`config.mk`:
```
export PLATFORM = sky130hd
export DESIGN_NAME = card_io_window_cycle_control
export DESIGN_NICKNAME = d
export VERILOG_FILES = /design/src/pkg/card_io_pkg.sv /design/src/core/card_io_window_cycle_control.sv /design/src/core/card_io_window_match.sv
export SDC_FILE = /design/constraint.sdc
export NUM_CORES = 1
export LEC_CHECK = 0
export BUFFER_PORTS_ARGS = -buffer_cell sky130_fd_sc_hd__buf_2
export CAP_MARGIN = 15
export CORE_MARGIN = 8
export CORE_UTILIZATION = 45
export DETAILED_ROUTE_END_ITERATION = 10
export GPL_ROUTABILITY_DRIVEN = 1
export PLACE_DENSITY = 0.61
export SYNTH_ARGS = -nofsm -noshare
export SYNTH_HDL_FRONTEND = slang
export SYNTH_SLANG_ARGS = --single-unit
```
`constraint.sdc`:
```
create_clock -name clock -period 6.4 [get_ports clock]
set_clock_uncertainty 0.15 [all_clocks]
set_input_delay 0.64 -clock clock [delete_from_list [all_inputs] [get_ports clock]]
set_output_delay 0.64 -clock clock [all_outputs]
set_load 0.005 [all_outputs]
```
`src/pkg/card_io_pkg.sv`:
```
// Shared constants and types for the card I/O window cycle control block.
// Assumes one socket per instance, byte-wide register access and 16-bit host I/O addresses.
package card_io_pkg;

  // Register space: offsets from the socket register base
  localparam logic [7:0] REG_PAGE = 8'h80;          // Upper byte of the window register page
  localparam logic [5:0] REG_PAGE_LEGACY = 6'h20;   // Page seen from the legacy index space
  localparam int REG_IDX_FIRST = 6;                 // Lowest register held here (806h)
  localparam int REG_IDX_LAST = 15;                 // Highest register held here (80Fh)
  localparam logic [3:0] IDX_FIRST = 4'h6;          // Same, as a comparable field
  localparam logic [11:0] OFS_WIN_ENABLE = 12'h806; // Window enable register
  localparam logic [11:0] OFS_CYCLE_CTRL = 12'h807; // Window cycle control register
  localparam logic [11:0] OFS_W0_START_LO = 12'h808; // Window 0 start low byte
  localparam logic [11:0] OFS_W0_START_HI = 12'h809; // Window 0 start high byte
  localparam logic [11:0] OFS_W1_START_LO = 12'h80C; // Window 1 start low byte
  localparam logic [11:0] OFS_W1_START_HI = 12'h80D; // Window 1 start high byte
  localparam logic [3:0] IDX_WIN_ENABLE = 4'h6;     // Register index of the enable register
  localparam logic [3:0] IDX_CYCLE_CTRL = 4'h7;     // Register index of the control register
  localparam int IDX_START_LO_W0 = 8;               // Window 0 start low index
  localparam int IDX_START_HI_W0 = 9;               // Window 0 start high index
  localparam int IDX_END_LO_W0 = 10;                // Window 0 end low index
  localparam int IDX_END_HI_W0 = 11;                // Window 0 end high index
  localparam int WIN_REG_STRIDE = 4;                // Window 1 registers sit four above

  // Legacy index space: bits 7:6 of the index pick the socket
  localparam logic [1:0] LEGACY_BANK_A = 2'h0;      // Indexes 00h..3Fh
  localparam logic [1:0] LEGACY_BANK_B = 2'h1;      // Indexes 40h..7Fh

  // Field positions inside the cycle control register, per window nibble
  localparam int FLD_FIXED_WIDTH = 0;               // Fixed width: 0 = 8 bits, 1 = 16 bits
  localparam int FLD_AUTO_WIDTH = 1;                // Width taken from the card sizing pin
  localparam int FLD_SHORT8 = 2;                    // Shortened 8-bit cycle
  localparam int FLD_WAIT16 = 3;                    // Extra wait on 16-bit cycles
  localparam int WIN_FIELD_STRIDE = 4;              // Window 1 fields sit four bits up
  localparam int EN_BIT_W0 = 6;                     // Window 0 enable; window 1 is one above
  localparam logic [7:0] ENABLE_WMASK = 8'hDF;      // Bit 5 of the enable register is reserved
  localparam logic [7:0] REG_RESET = 8'h00;         // Every register resets to zero

  // Card cycle lengths in legacy bus clocks
  localparam logic [3:0] LEN_STD8 = 4'h6;           // Standard 8-bit cycle
  localparam logic [3:0] LEN_SHORT8 = 4'h3;         // Shortened 8-bit cycle
  localparam logic [3:0] LEN_STD16 = 4'h3;          // Standard 16-bit cycle
  localparam logic [3:0] LEN_WAIT = 4'h1;           // One added wait state
  localparam logic [3:0] LEN_EXT16 = LEN_STD16 + LEN_WAIT; // Lengthened 16-bit cycle

  // Everything one window needs to claim and shape a card cycle
  typedef struct packed {
    logic enable;         // Window enable
    logic [15:0] start;   // First address claimed
    logic [15:0] stop;    // Last address claimed
    logic auto_width;     // Width follows the card sizing pin
    logic fixed_wide;     // Fixed width is 16 bits
    logic short8;         // Short 8-bit cycles
    logic wait16;         // Extra wait on 16-bit cycles
  } win_cfg_t;

  // Result of a window match
  typedef struct packed {
    logic hit;            // Address lies inside an enabled window
    logic wide;           // Card cycle is 16 bits
    logic [3:0] len;      // Card cycle length in legacy bus clocks
  } win_res_t;

  // Request resolver states, one-hot
  typedef enum logic [1:0] {
    ST_IDLE = 2'b01,
    ST_RESOLVE = 2'b10
  } res_state_t;

endpackage : card_io_pkg

```
`src/core/card_io_window_cycle_control.sv`:
```
// Socket I/O window registers and the resolver that claims host I/O cycles for the card.
// Assumes the register port and I/O request come from logic on this clock; the card
// sizing pin is asynchronous and is synchronised here.
`timescale 1ns/100ps
module card_io_window_cycle_control
  import card_io_pkg::*;
#(
  parameter logic [1:0] LEGACY_BANK = LEGACY_BANK_A
)
(
  input wire logic clock,
  input wire logic resetn,
  input wire logic reg_wr,
  input wire logic reg_rd,
  input wire logic reg_legacy,
  input wire logic [11:0] reg_addr,
  input wire logic [7:0] reg_wdata,
  output logic [7:0] reg_rdata_q,
  output logic reg_ack_q,
  input wire logic card_iois16,
  input wire logic io_req,
  input wire logic [15:0] io_addr,
  output logic io_done_q,
  output logic io_claim_q,
  output logic io_window_q,
  output logic io_wide_q,
  output logic [3:0] io_cycle_len_q
);

  // Map either address space onto a register index; bit 4 flags a hit
  function automatic logic [4:0] reg_decode(input logic legacy, input logic [11:0] addr);
    logic [11:0] ofs;
    logic space_ok;
    ofs = legacy ? {REG_PAGE_LEGACY, addr[5:0]} : addr;
    space_ok = !legacy || ((addr[11:8] == 4'h0) && (addr[7:6] == LEGACY_BANK));
    if (space_ok && (ofs[11:4] == REG_PAGE) && (ofs[3:0] >= IDX_FIRST)) begin
      reg_decode = {1'b1, ofs[3:0]};
    end else begin
      reg_decode = 5'h00;
    end
  endfunction : reg_decode

  logic [7:0] bank_q [REG_IDX_FIRST:REG_IDX_LAST]; // Window register bytes 806h..80Fh
  logic iois16_meta_q;                            // First synchroniser stage
  logic iois16_sync_q;                            // Synchronised card sizing level
  res_state_t state_q;                            // Resolver state
  res_state_t state_d;
  logic [15:0] addr_q;                            // Address under resolution
  win_cfg_t cfg [2];                              // Per-window configuration
  win_res_t res [2];                              // Per-window match result

  // Write and read selection, both decoded from the same address; the strobes qualify them later
  wire [4:0] wr_sel = reg_decode(reg_legacy, reg_addr);
  wire [4:0] rd_sel = reg_decode(reg_legacy, reg_addr);
  wire wr_hit = reg_wr && wr_sel[4];
  wire [3:0] wr_idx = wr_sel[3:0];
  // Reserved enable bit is kept at zero so it always reads back zero
  wire [7:0] wr_data = (wr_idx == IDX_WIN_ENABLE) ? (reg_wdata & ENABLE_WMASK) : reg_wdata;
  // Unmapped reads return zero
  wire [7:0] rd_data = rd_sel[4] ? bank_q[rd_sel[3:0]] : REG_RESET;
  wire [7:0] ctrl_q = bank_q[IDX_CYCLE_CTRL];
  wire [7:0] enable_q = bank_q[IDX_WIN_ENABLE];

  // Register bank: all bytes reset to zero, control byte is fully writable
  always_ff @(posedge clock) begin
    if (!resetn) begin
      for (int i = REG_IDX_FIRST; i <= REG_IDX_LAST; i++) begin
        bank_q[i] <= REG_RESET;
      end
    end else if (wr_hit) begin
      bank_q[wr_idx] <= wr_data;
    end
  end

  // Read port answers one cycle after either strobe
  always_ff @(posedge clock) begin
    if (!resetn) begin
      reg_rdata_q <= REG_RESET;
      reg_ack_q <= 1'b0;
    end else begin
      reg_rdata_q <= reg_rd ? rd_data : REG_RESET;
      reg_ack_q <= reg_rd || reg_wr;
    end
  end

  // Sizing pin comes straight from the card, so it is synchronised first
  always_ff @(posedge clock) begin
    if (!resetn) begin
      iois16_meta_q <= 1'b0;
      iois16_sync_q <= 1'b0;
    end else begin
      iois16_meta_q <= card_iois16;
      iois16_sync_q <= iois16_meta_q;
    end
  end

  // Build each window's configuration from its bytes and control nibble
  generate
    for (genvar w = 0; w < 2; w++) begin : g_win
      assign cfg[w].enable = enable_q[EN_BIT_W0 + w];
      assign cfg[w].start = {bank_q[IDX_START_HI_W0 + w * WIN_REG_STRIDE],
                             bank_q[IDX_START_LO_W0 + w * WIN_REG_STRIDE]};
      assign cfg[w].stop = {bank_q[IDX_END_HI_W0 + w * WIN_REG_STRIDE],
                            bank_q[IDX_END_LO_W0 + w * WIN_REG_STRIDE]};
      assign cfg[w].auto_width = ctrl_q[FLD_AUTO_WIDTH + w * WIN_FIELD_STRIDE];
      assign cfg[w].fixed_wide = ctrl_q[FLD_FIXED_WIDTH + w * WIN_FIELD_STRIDE];
      assign cfg[w].short8 = ctrl_q[FLD_SHORT8 + w * WIN_FIELD_STRIDE];
      assign cfg[w].wait16 = ctrl_q[FLD_WAIT16 + w * WIN_FIELD_STRIDE];

      card_io_window_match u_match (
        .cfg(cfg[w]),
        .addr(addr_q),
        .card_wide(iois16_sync_q),
        .res(res[w])
      );
    end
  endgenerate

  // Window 0 wins when both windows cover the address
  wire pick_w1 = !res[0].hit && res[1].hit;
  wire any_hit = res[0].hit || res[1].hit;
  win_res_t pick;
  assign pick = pick_w1 ? res[1] : res[0];

  // Resolver: take a request in idle, answer it the next cycle
  always_comb begin
    state_d = state_q;
    case (state_q)
      ST_IDLE: begin
        if (io_req) begin
          state_d = ST_RESOLVE;
        end
      end
      ST_RESOLVE: begin
        state_d = ST_IDLE;
      end
      default: begin
        state_d = ST_IDLE;
      end
    endcase
  end

  // Latch the address only when a request is taken
  always_ff @(posedge clock) begin
    if (!resetn) begin
      state_q <= ST_IDLE;
      addr_q <= 16'h0000;
    end else begin
      state_q <= state_d;
      if (state_q == ST_IDLE && io_req) begin
        addr_q <= io_addr;
      end
    end
  end

  // Result outputs: a one-cycle done pulse; claim and shape load on the same edge and stand until the next answer
  always_ff @(posedge clock) begin
    if (!resetn) begin
      io_done_q <= 1'b0;
      io_claim_q <= 1'b0;
      io_window_q <= 1'b0;
      io_wide_q <= 1'b0;
      io_cycle_len_q <= 4'h0;
    end else begin
      io_done_q <= (state_q == ST_RESOLVE);
      if (state_q == ST_RESOLVE) begin
        io_claim_q <= any_hit;
        io_window_q <= pick_w1;
        io_wide_q <= pick.wide;
        io_cycle_len_q <= pick.len;
      end
    end
  end

  wire claim0 = io_done_q && io_claim_q && !io_window_q;
  wire claim1 = io_done_q && io_claim_q && io_window_q;

  chk_ctrl_reset_zero: assert property (@(posedge clock) !resetn |=> ctrl_q == REG_RESET)
    else $error("Control register not zero after reset");

  chk_ctrl_write_back: assert property (@(posedge clock) disable iff (!resetn)
    reg_wr && wr_sel == {1'b1, IDX_CYCLE_CTRL} |=> ctrl_q == $past(reg_wdata))
    else $error("Control register write not stored");

  chk_win0_len16: assert property (@(posedge clock) disable iff (!resetn)
    claim0 && io_wide_q |-> io_cycle_len_q ==
      ($past(ctrl_q[FLD_WAIT16]) ? LEN_EXT16 : LEN_STD16))
    else $error("Window 0 16-bit length wrong");

  chk_win1_len16: assert property (@(posedge clock) disable iff (!resetn)
    claim1 && io_wide_q |-> io_cycle_len_q ==
      ($past(ctrl_q[FLD_WAIT16 + WIN_FIELD_STRIDE]) ? LEN_EXT16 : LEN_STD16))
    else $error("Window 1 16-bit length wrong");

  chk_win0_len8: assert property (@(posedge clock) disable iff (!resetn)
    claim0 && !io_wide_q |-> io_cycle_len_q ==
      ($past(ctrl_q[FLD_SHORT8]) ? LEN_SHORT8 : LEN_STD8))
    else $error("Window 0 8-bit length wrong");

  chk_win1_len8: assert property (@(posedge clock) disable iff (!resetn)
    claim1 && !io_wide_q |-> io_cycle_len_q ==
      ($past(ctrl_q[FLD_SHORT8 + WIN_FIELD_STRIDE]) ? LEN_SHORT8 : LEN_STD8))
    else $error("Window 1 8-bit length wrong");

  chk_win0_width: assert property (@(posedge clock) disable iff (!resetn)
    claim0 |-> io_wide_q == ($past(ctrl_q[FLD_AUTO_WIDTH]) ? $past(iois16_sync_q)
                                                          : $past(ctrl_q[FLD_FIXED_WIDTH])))
    else $error("Window 0 width source wrong");

  chk_win1_width: assert property (@(posedge clock) disable iff (!resetn)
    claim1 |-> io_wide_q ==
      ($past(ctrl_q[FLD_AUTO_WIDTH + WIN_FIELD_STRIDE]) ? $past(iois16_sync_q)
                                                       : $past(ctrl_q[FLD_FIXED_WIDTH +
                                                                      WIN_FIELD_STRIDE])))
    else $error("Window 1 width source wrong");

  // The window select is taken now; a past copy of it would name the previous answer
  chk_claim_enabled: assert property (@(posedge clock) disable iff (!resetn)
    io_done_q && io_claim_q |-> (io_window_q ? $past(enable_q[EN_BIT_W0 + 1])
                                             : $past(enable_q[EN_BIT_W0])))
    else $error("Cycle claimed by a disabled window");

  chk_req_answer: assert property (@(posedge clock) disable iff (!resetn)
    state_q == ST_IDLE && io_req |-> ##2 io_done_q)
    else $error("Request not answered in two cycles");

endmodule : card_io_window_cycle_control

```
`src/core/card_io_window_match.sv`:
```
// One I/O window: address match plus data width and cycle length for the card cycle.
// Assumes a settled configuration and a synchronised card sizing level; purely combinational.
`timescale 1ns/100ps
module card_io_window_match
  import card_io_pkg::*;
(
  input win_cfg_t cfg,
  input wire logic [15:0] addr,
  input wire logic card_wide,
  output win_res_t res
);

  // Inclusive range check, gated by the window enable
  wire in_range = (addr >= cfg.start) && (addr <= cfg.stop);
  // A disabled window never claims, whatever its addresses hold
  assign res.hit = cfg.enable && in_range;

  // Width comes from the sizing pin when automatic, else from the fixed bit
  assign res.wide = cfg.auto_width ? card_wide : cfg.fixed_wide;

  // Extra wait touches 16-bit cycles only, the short form 8-bit cycles only
  assign res.len = res.wide ? (cfg.wait16 ? LEN_EXT16 : LEN_STD16)
                            : (cfg.short8 ? LEN_SHORT8 : LEN_STD8);

endmodule : card_io_window_match

```
* Word level (Yosys, flattened, before mapping)
Memory sizes are Yosys's and may differ from the RTL's. A register that Yosys moved wholly into a read port is not among the register bits. Index checks and enable logic that the tools add are counted.
Operators by class: $add $sub $neg 0, multipliers 0, divide/modulo/power cells 0, magnitude comparators 5, eq/ne operators 4, shift operators 0, multiplexer cells 19, bitwise logic cells 0, reduce and logical (&&, ||, !) cells 21
Operators by type and width (count):
- >= comparator 16 bit | 2
- <= comparator 16 bit | 2
- two-way mux 12 bit | 1
- two-way mux 3 bit | 4
- two-way mux 4 bit | 3
- logical AND 1 bit | 10
- two-way mux 5 bit | 2
- == test 8 bit, second input constant | 1
- two-way mux 8 bit | 1
- OR reduction 8 bit | 1
- two-way mux 1 bit | 7
- two-way mux 6 bit | 1
- == test 4 x 3 -> 1 bit, second input constant | 1
- >= comparator 4 x 3 -> 1 bit, second input constant | 1
- zero test 4 bit | 1
- zero test 1 bit | 3
- logical OR 1 bit | 3
- AND reduction 3 bit | 1
- == test 2 x 1 -> 1 bit, second input constant | 1
- == test 2 bit, second input constant | 1
- zero test 2 bit | 1
- AND reduction 2 bit | 1
Storage, ports and cells: register bits 29, bits in latches 0, RAM bits 80, ROM bits 0, input port bits 43, output and inout bits 17, word-level logic and storage cells 60, memories kept 1
Memory list:
- bank_q | depth 10, bits a word 8, read ports 11, clocked after Yosys merged registers in 1, write ports 10, line card_io_window_cycle_control.sv:43 | logic [7:0] bank_q [REG_IDX_FIRST:REG_IDX_LAST];

* Depth between registers and ports, before layout
depth in word-level cells 12, depth in mapped cells 9, depth with buffers taken out 9

* Modules after synthesis
A second synthesis with hierarchy kept.
Second synthesis, totals: cell total of the unflattened synthesis 716, area total of the unflattened synthesis 7339.5 sq um
By module, submodules not included:
- card_io_window_cycle_control | times used 1, cells each 483, area each 5686.7 sq um
- card_io_window_match (g_win[1].u_match) | times used 1, cells each 114, area each 827.0 sq um
- card_io_window_match (g_win[0].u_match) | times used 1, cells each 119, area each 825.8 sq um

* Least setup slack after synthesis
No wires, ideal clock.
path kind in2reg, start in reg_addr[7], end mem bank_q[15][0] (enable), arrival 2.277 ns, data required time 5.866 ns, slack 3.589 ns, stages on the path 7, path buffers 2, cell sequence nor4_2 > and3_1 > buf_4 > and2_1 > buf_2 > nand2_1 > o21ai_0
RTL lines:
- from (decl) | line card_io_window_cycle_control.sv:16 | input wire logic [11:0] reg_addr,
- to (decl) | line card_io_window_cycle_control.sv:43

* Worst setup path in the final report
start reg addr_q[7], end reg io_cycle_len_q[0]
On the way: word-level cells in the longest chain between the ends 6, elaborated cells on any way between the ends 11, those cells by class order compare: 4; mux: 1; reduce/logical: 6
Ends and longest elaborated chain:
- from (decl) | line card_io_window_cycle_control.sv:48 | logic [15:0] addr_q;
- from (signal assigned) | line card_io_window_cycle_control.sv:151 | addr_q <= io_addr;
- >= comparator 16 bit / <= comparator 16 bit (equally long branches) | line card_io_window_match.sv:14 | wire in_range = (addr >= cfg.start) && (addr <= cfg.stop);
- logical AND 1 bit | line card_io_window_match.sv:14
- logical AND 1 bit | line card_io_window_match.sv:16 | assign res.hit = cfg.enable && in_range;
- zero test 1 bit | line card_io_window_cycle_control.sv:120 | wire pick_w1 = !res[0].hit && res[1].hit;
- logical AND 1 bit (*) | line card_io_window_cycle_control.sv:120
- two-way mux 5 bit (*) | line card_io_window_cycle_control.sv:123 | assign pick = pick_w1 ? res[1] : res[0];
- to (signal assigned) | line card_io_window_cycle_control.sv:170 | io_cycle_len_q <= pick.len;
- to (decl) | line card_io_window_cycle_control.sv:27 | output logic [3:0] io_cycle_len_q
Every way passes the cells marked *; elsewhere a longest branch is shown, timed or not. A chain may end at the register's enable or synchronous reset.

==> impl_metrics.env <==
export IMPL_worstSetupPathDepth=7
export IMPL_cts_resized_gates=0
export IMPL_maxSlewHeadroom=0.331
export IMPL_syn_area_sq_mm=0.00812
export IMPL_final_min_period_over_clock_period=0.482
export IMPL_post_cts_setup_buffers=0
export IMPL_max_clock_freq_ghz=0.324
export IMPL_synthesis_area_per_instance_sq_um=10.6
export IMPL_timing_hold_ws_ps=262
export IMPL_routabilityCongestion=0.995
export IMPL_grt_remaining_overflow=0
export IMPL_cpPeakStageDelay_ps=600
export IMPL_power_per_cell_area_mw_per_mm2=255
export IMPL_rsz0062_at_grt="no"
export IMPL_synthesis_instances=768
export IMPL_buf_inv_on_cp=0
export IMPL_maxCapViolCount=0
export IMPL_first_global_vias=6012
export IMPL_ys_types=64
export IMPL_worstRegToRegCells=7
export IMPL_worst_setup_path_type="register to register"
export IMPL_hold_path_class="input pin to register"
export IMPL_tritoncts="yes"
export IMPL_wl_met1_mm=9.78
export IMPL_cts_sinks=152
export IMPL_layout_area_overhead_vs_synth_pct=14.8
export IMPL_detailroute_via_count=6184
export IMPL_timing_hold_violations_final=0
export IMPL_first_pass_grt_wire_length_mm=34.5
export IMPL_whs_path_depth=2
export IMPL_synth_top_area_cell="sky130_fd_sc_hd__edfxtp_1"
export IMPL_layout_core_utilization=0.522
export IMPL_insertion_delay_ps=430
export IMPL_floorplan_die_area_sq_mm=0.0226
export IMPL_critical_path_endpoint_type="register"
export IMPL_drtPass1Iterations=6
export IMPL_synth_async_reset_ratio=0
export IMPL_critical_path_required_ps=6630
export IMPL_worst_path_max_delay_cell="sky130_fd_sc_hd__or4_1"
export IMPL_yosys_register_bits=152
export IMPL_mostFrequentLayoutCells="116 x sky130_fd_sc_hd__edfxtp_1, 95 x sky130_fd_sc_hd__nand2_1, 68 x sky130_fd_sc_hd__inv_1"
export IMPL_met2_wirelength_mm=11.1
export IMPL_place_hpwl_mm=17.3
export IMPL_yosysSeqAreaShare=0.518
export IMPL_synth_top_cell_area_share=0.429
export IMPL_number_of_inserted_diodes=0
export IMPL_ant_nets=0
export IMPL_die_height_microns=150
export IMPL_post_route_cells_drive_above_1_share=0.125
export IMPL_outcome="finished clean"
export IMPL_final_common_cell="sky130_fd_sc_hd__edfxtp_1"
export IMPL_highest_signal_layer="met4"
export IMPL_power_leakage_uw=0.00405
export IMPL_critical_path_arrival_ps=3310
export IMPL_postCtsHoldBufs=0
export IMPL_htree_num_levels=4
export IMPL_row_count=49
export IMPL_clkSlewWorstSetupHoldPaths_ps=70
export IMPL_wl_per_cell_microns=20.9
export IMPL_ioPinCount=60
export IMPL_cts_root_to_sink_buffers=2
export IMPL_yosysWarningCount=0
export IMPL_die_w_microns=150
export IMPL_grt_usage=0.208
export IMPL_met3WireLength_mm=1.50
export IMPL_cts_root_buf="sky130_fd_sc_hd__clkbuf_16"
export IMPL_crit_path_cell_trace="ha_1, nand2_1, or4_1, nor3_1, o21ai_0, nor4b_1, o31a_1"
export IMPL_fillerInstances=1591
export IMPL_via_cell_ratio=5.63
export IMPL_crit_path_max_fanout=5
export IMPL_remaining_drc_errors=0
export IMPL_timing_setup_tns_ps=0
export IMPL_number_of_buffers_created_by_cts=17
export IMPL_fin_nets=964
export IMPL_core_area_sq_mm=0.0178
export IMPL_timing_final_max_slew_violations=0
export IMPL_grt_antenna_before_repair=0
export IMPL_final_critical_period_ps=3080
export IMPL_place_port_buffers=58
export IMPL_area_sequential_sq_mm=0.00420
export IMPL_wl_mm=23.0
export IMPL_vdd_ir_drop_max_uv=196
export IMPL_path_delay_family="simple AND/OR/NAND/NOR gates"
export IMPL_initial_core_util=0.455
export IMPL_startpoint_type="register"
export IMPL_actual_slew_at_the_worst_max_slew_pin_ps=992
export IMPL_yosys_most_used_dff="sky130_fd_sc_hd__edfxtp_1"
export IMPL_multi_input_comb_area_sq_mm=0.00365
export IMPL_largest_net_degree_at_the_start_of_global_routing=42
export IMPL_synth_enable_flop_cells=116
export IMPL_post_synth_main_area_contributors="sky130_fd_sc_hd__edfxtp_1 43%, sky130_fd_sc_hd__ha_1 9.9%, sky130_fd_sc_hd__dfxtp_1 8.9%"
export IMPL_setup_violations_final=0
export IMPL_drt_iter0_drcs=565
## synthesized netlist by cell type, types with 9 or more instances
library cell	instances
sky130_fd_sc_hd__dfxtp_1	36
sky130_fd_sc_hd__nor2_1	35
sky130_fd_sc_hd__clkbuf_1	15
sky130_fd_sc_hd__ha_1	64
sky130_fd_sc_hd__o21ai_0	35
sky130_fd_sc_hd__and2_1	56
sky130_fd_sc_hd__nand3_1	11
sky130_fd_sc_hd__and3_1	25
sky130_fd_sc_hd__nand2_1	95
sky130_fd_sc_hd__nand4_1	11
sky130_fd_sc_hd__a21boi_0	17
sky130_fd_sc_hd__edfxtp_1	116
sky130_fd_sc_hd__mux2i_1	14
sky130_fd_sc_hd__a22oi_1	9
sky130_fd_sc_hd__a21oi_1	35
sky130_fd_sc_hd__inv_1	68
sky130_fd_sc_hd__o211ai_1	11
## power by group
group          leakage (uW)  internal [uW]  total [uW]  switching [uW]
clock network      0.000288            556        1000             445
logic               0.00235           78.8         219             140
registers           0.00141           1120        1160            40.5
total               0.00405           1750        2380             626
## worst paths after layout
kind         slack (ps)           from                end
max                3320      addr_q[7]  io_cycle_len_q[0]
min                 260    card_iois16      iois16_meta_q
max reg2reg        3320      addr_q[7]  io_cycle_len_q[0]
min reg2reg         290  iois16_meta_q      iois16_sync_q
## area by class of cell
class,count,share of cell area
flip-flops and latches,152,0.451
multi-input cells,554,0.392
clock buffers,18,0.0460
repair buffers,63,0.0352
well taps,229,0.0307
inverters,69,0.0278
clock inverters,14,0.0170
## registers in the layout, indices dropped and copies added (netlist names), 2 cells and up
name	count
addr_q	16
state_q	2
reg_rdata_q	8
bank_q	116
io_cycle_len_q	3
## worst register-to-register path, delay by kind of cell (launching register included)
kind,cells,cell delay [ps]
AOI/OAI and AO/OA,2,470
DFF,1,420
adders and majority gates,1,360
and+or+nand+nor,4,1630
## cells by family (layout without fill, tap and decap cells)
kind of cell,count (synthesis),count (layout),share of synthesized area
AO/OA/AOI/OAI,163,163,0.135
XOR/XNOR,1,1,0.00108
adder cells (fa/ha/maj),64,64,0.0986
buffers and inverters,99,164,0.0495
flip-flops,152,152,0.518
multiplexers,22,22,0.0311
other,1,38,0.000462
AND/OR/NAND/NOR,266,266,0.166
## per-layer routing
metal,track usage,vias up
met3,0.0511,36
met4,0.0840,0
met2,0.343,237
li1,-,2939
met1,0.257,2972
met5,0,-
## through the flow
stage	worst slack, ps	power (uW)	cells	instance area, sq um
detailed placement	2830	1390	1066	8720
floorplan	3590	1290	805	8260
global route	3130	2460	1099	9320
CTS	3250	2390	1098	9310
global placement	2970	1380	1066	8720
finish	3320	2380	1099	9320
(Power assumes the default switching activity.)
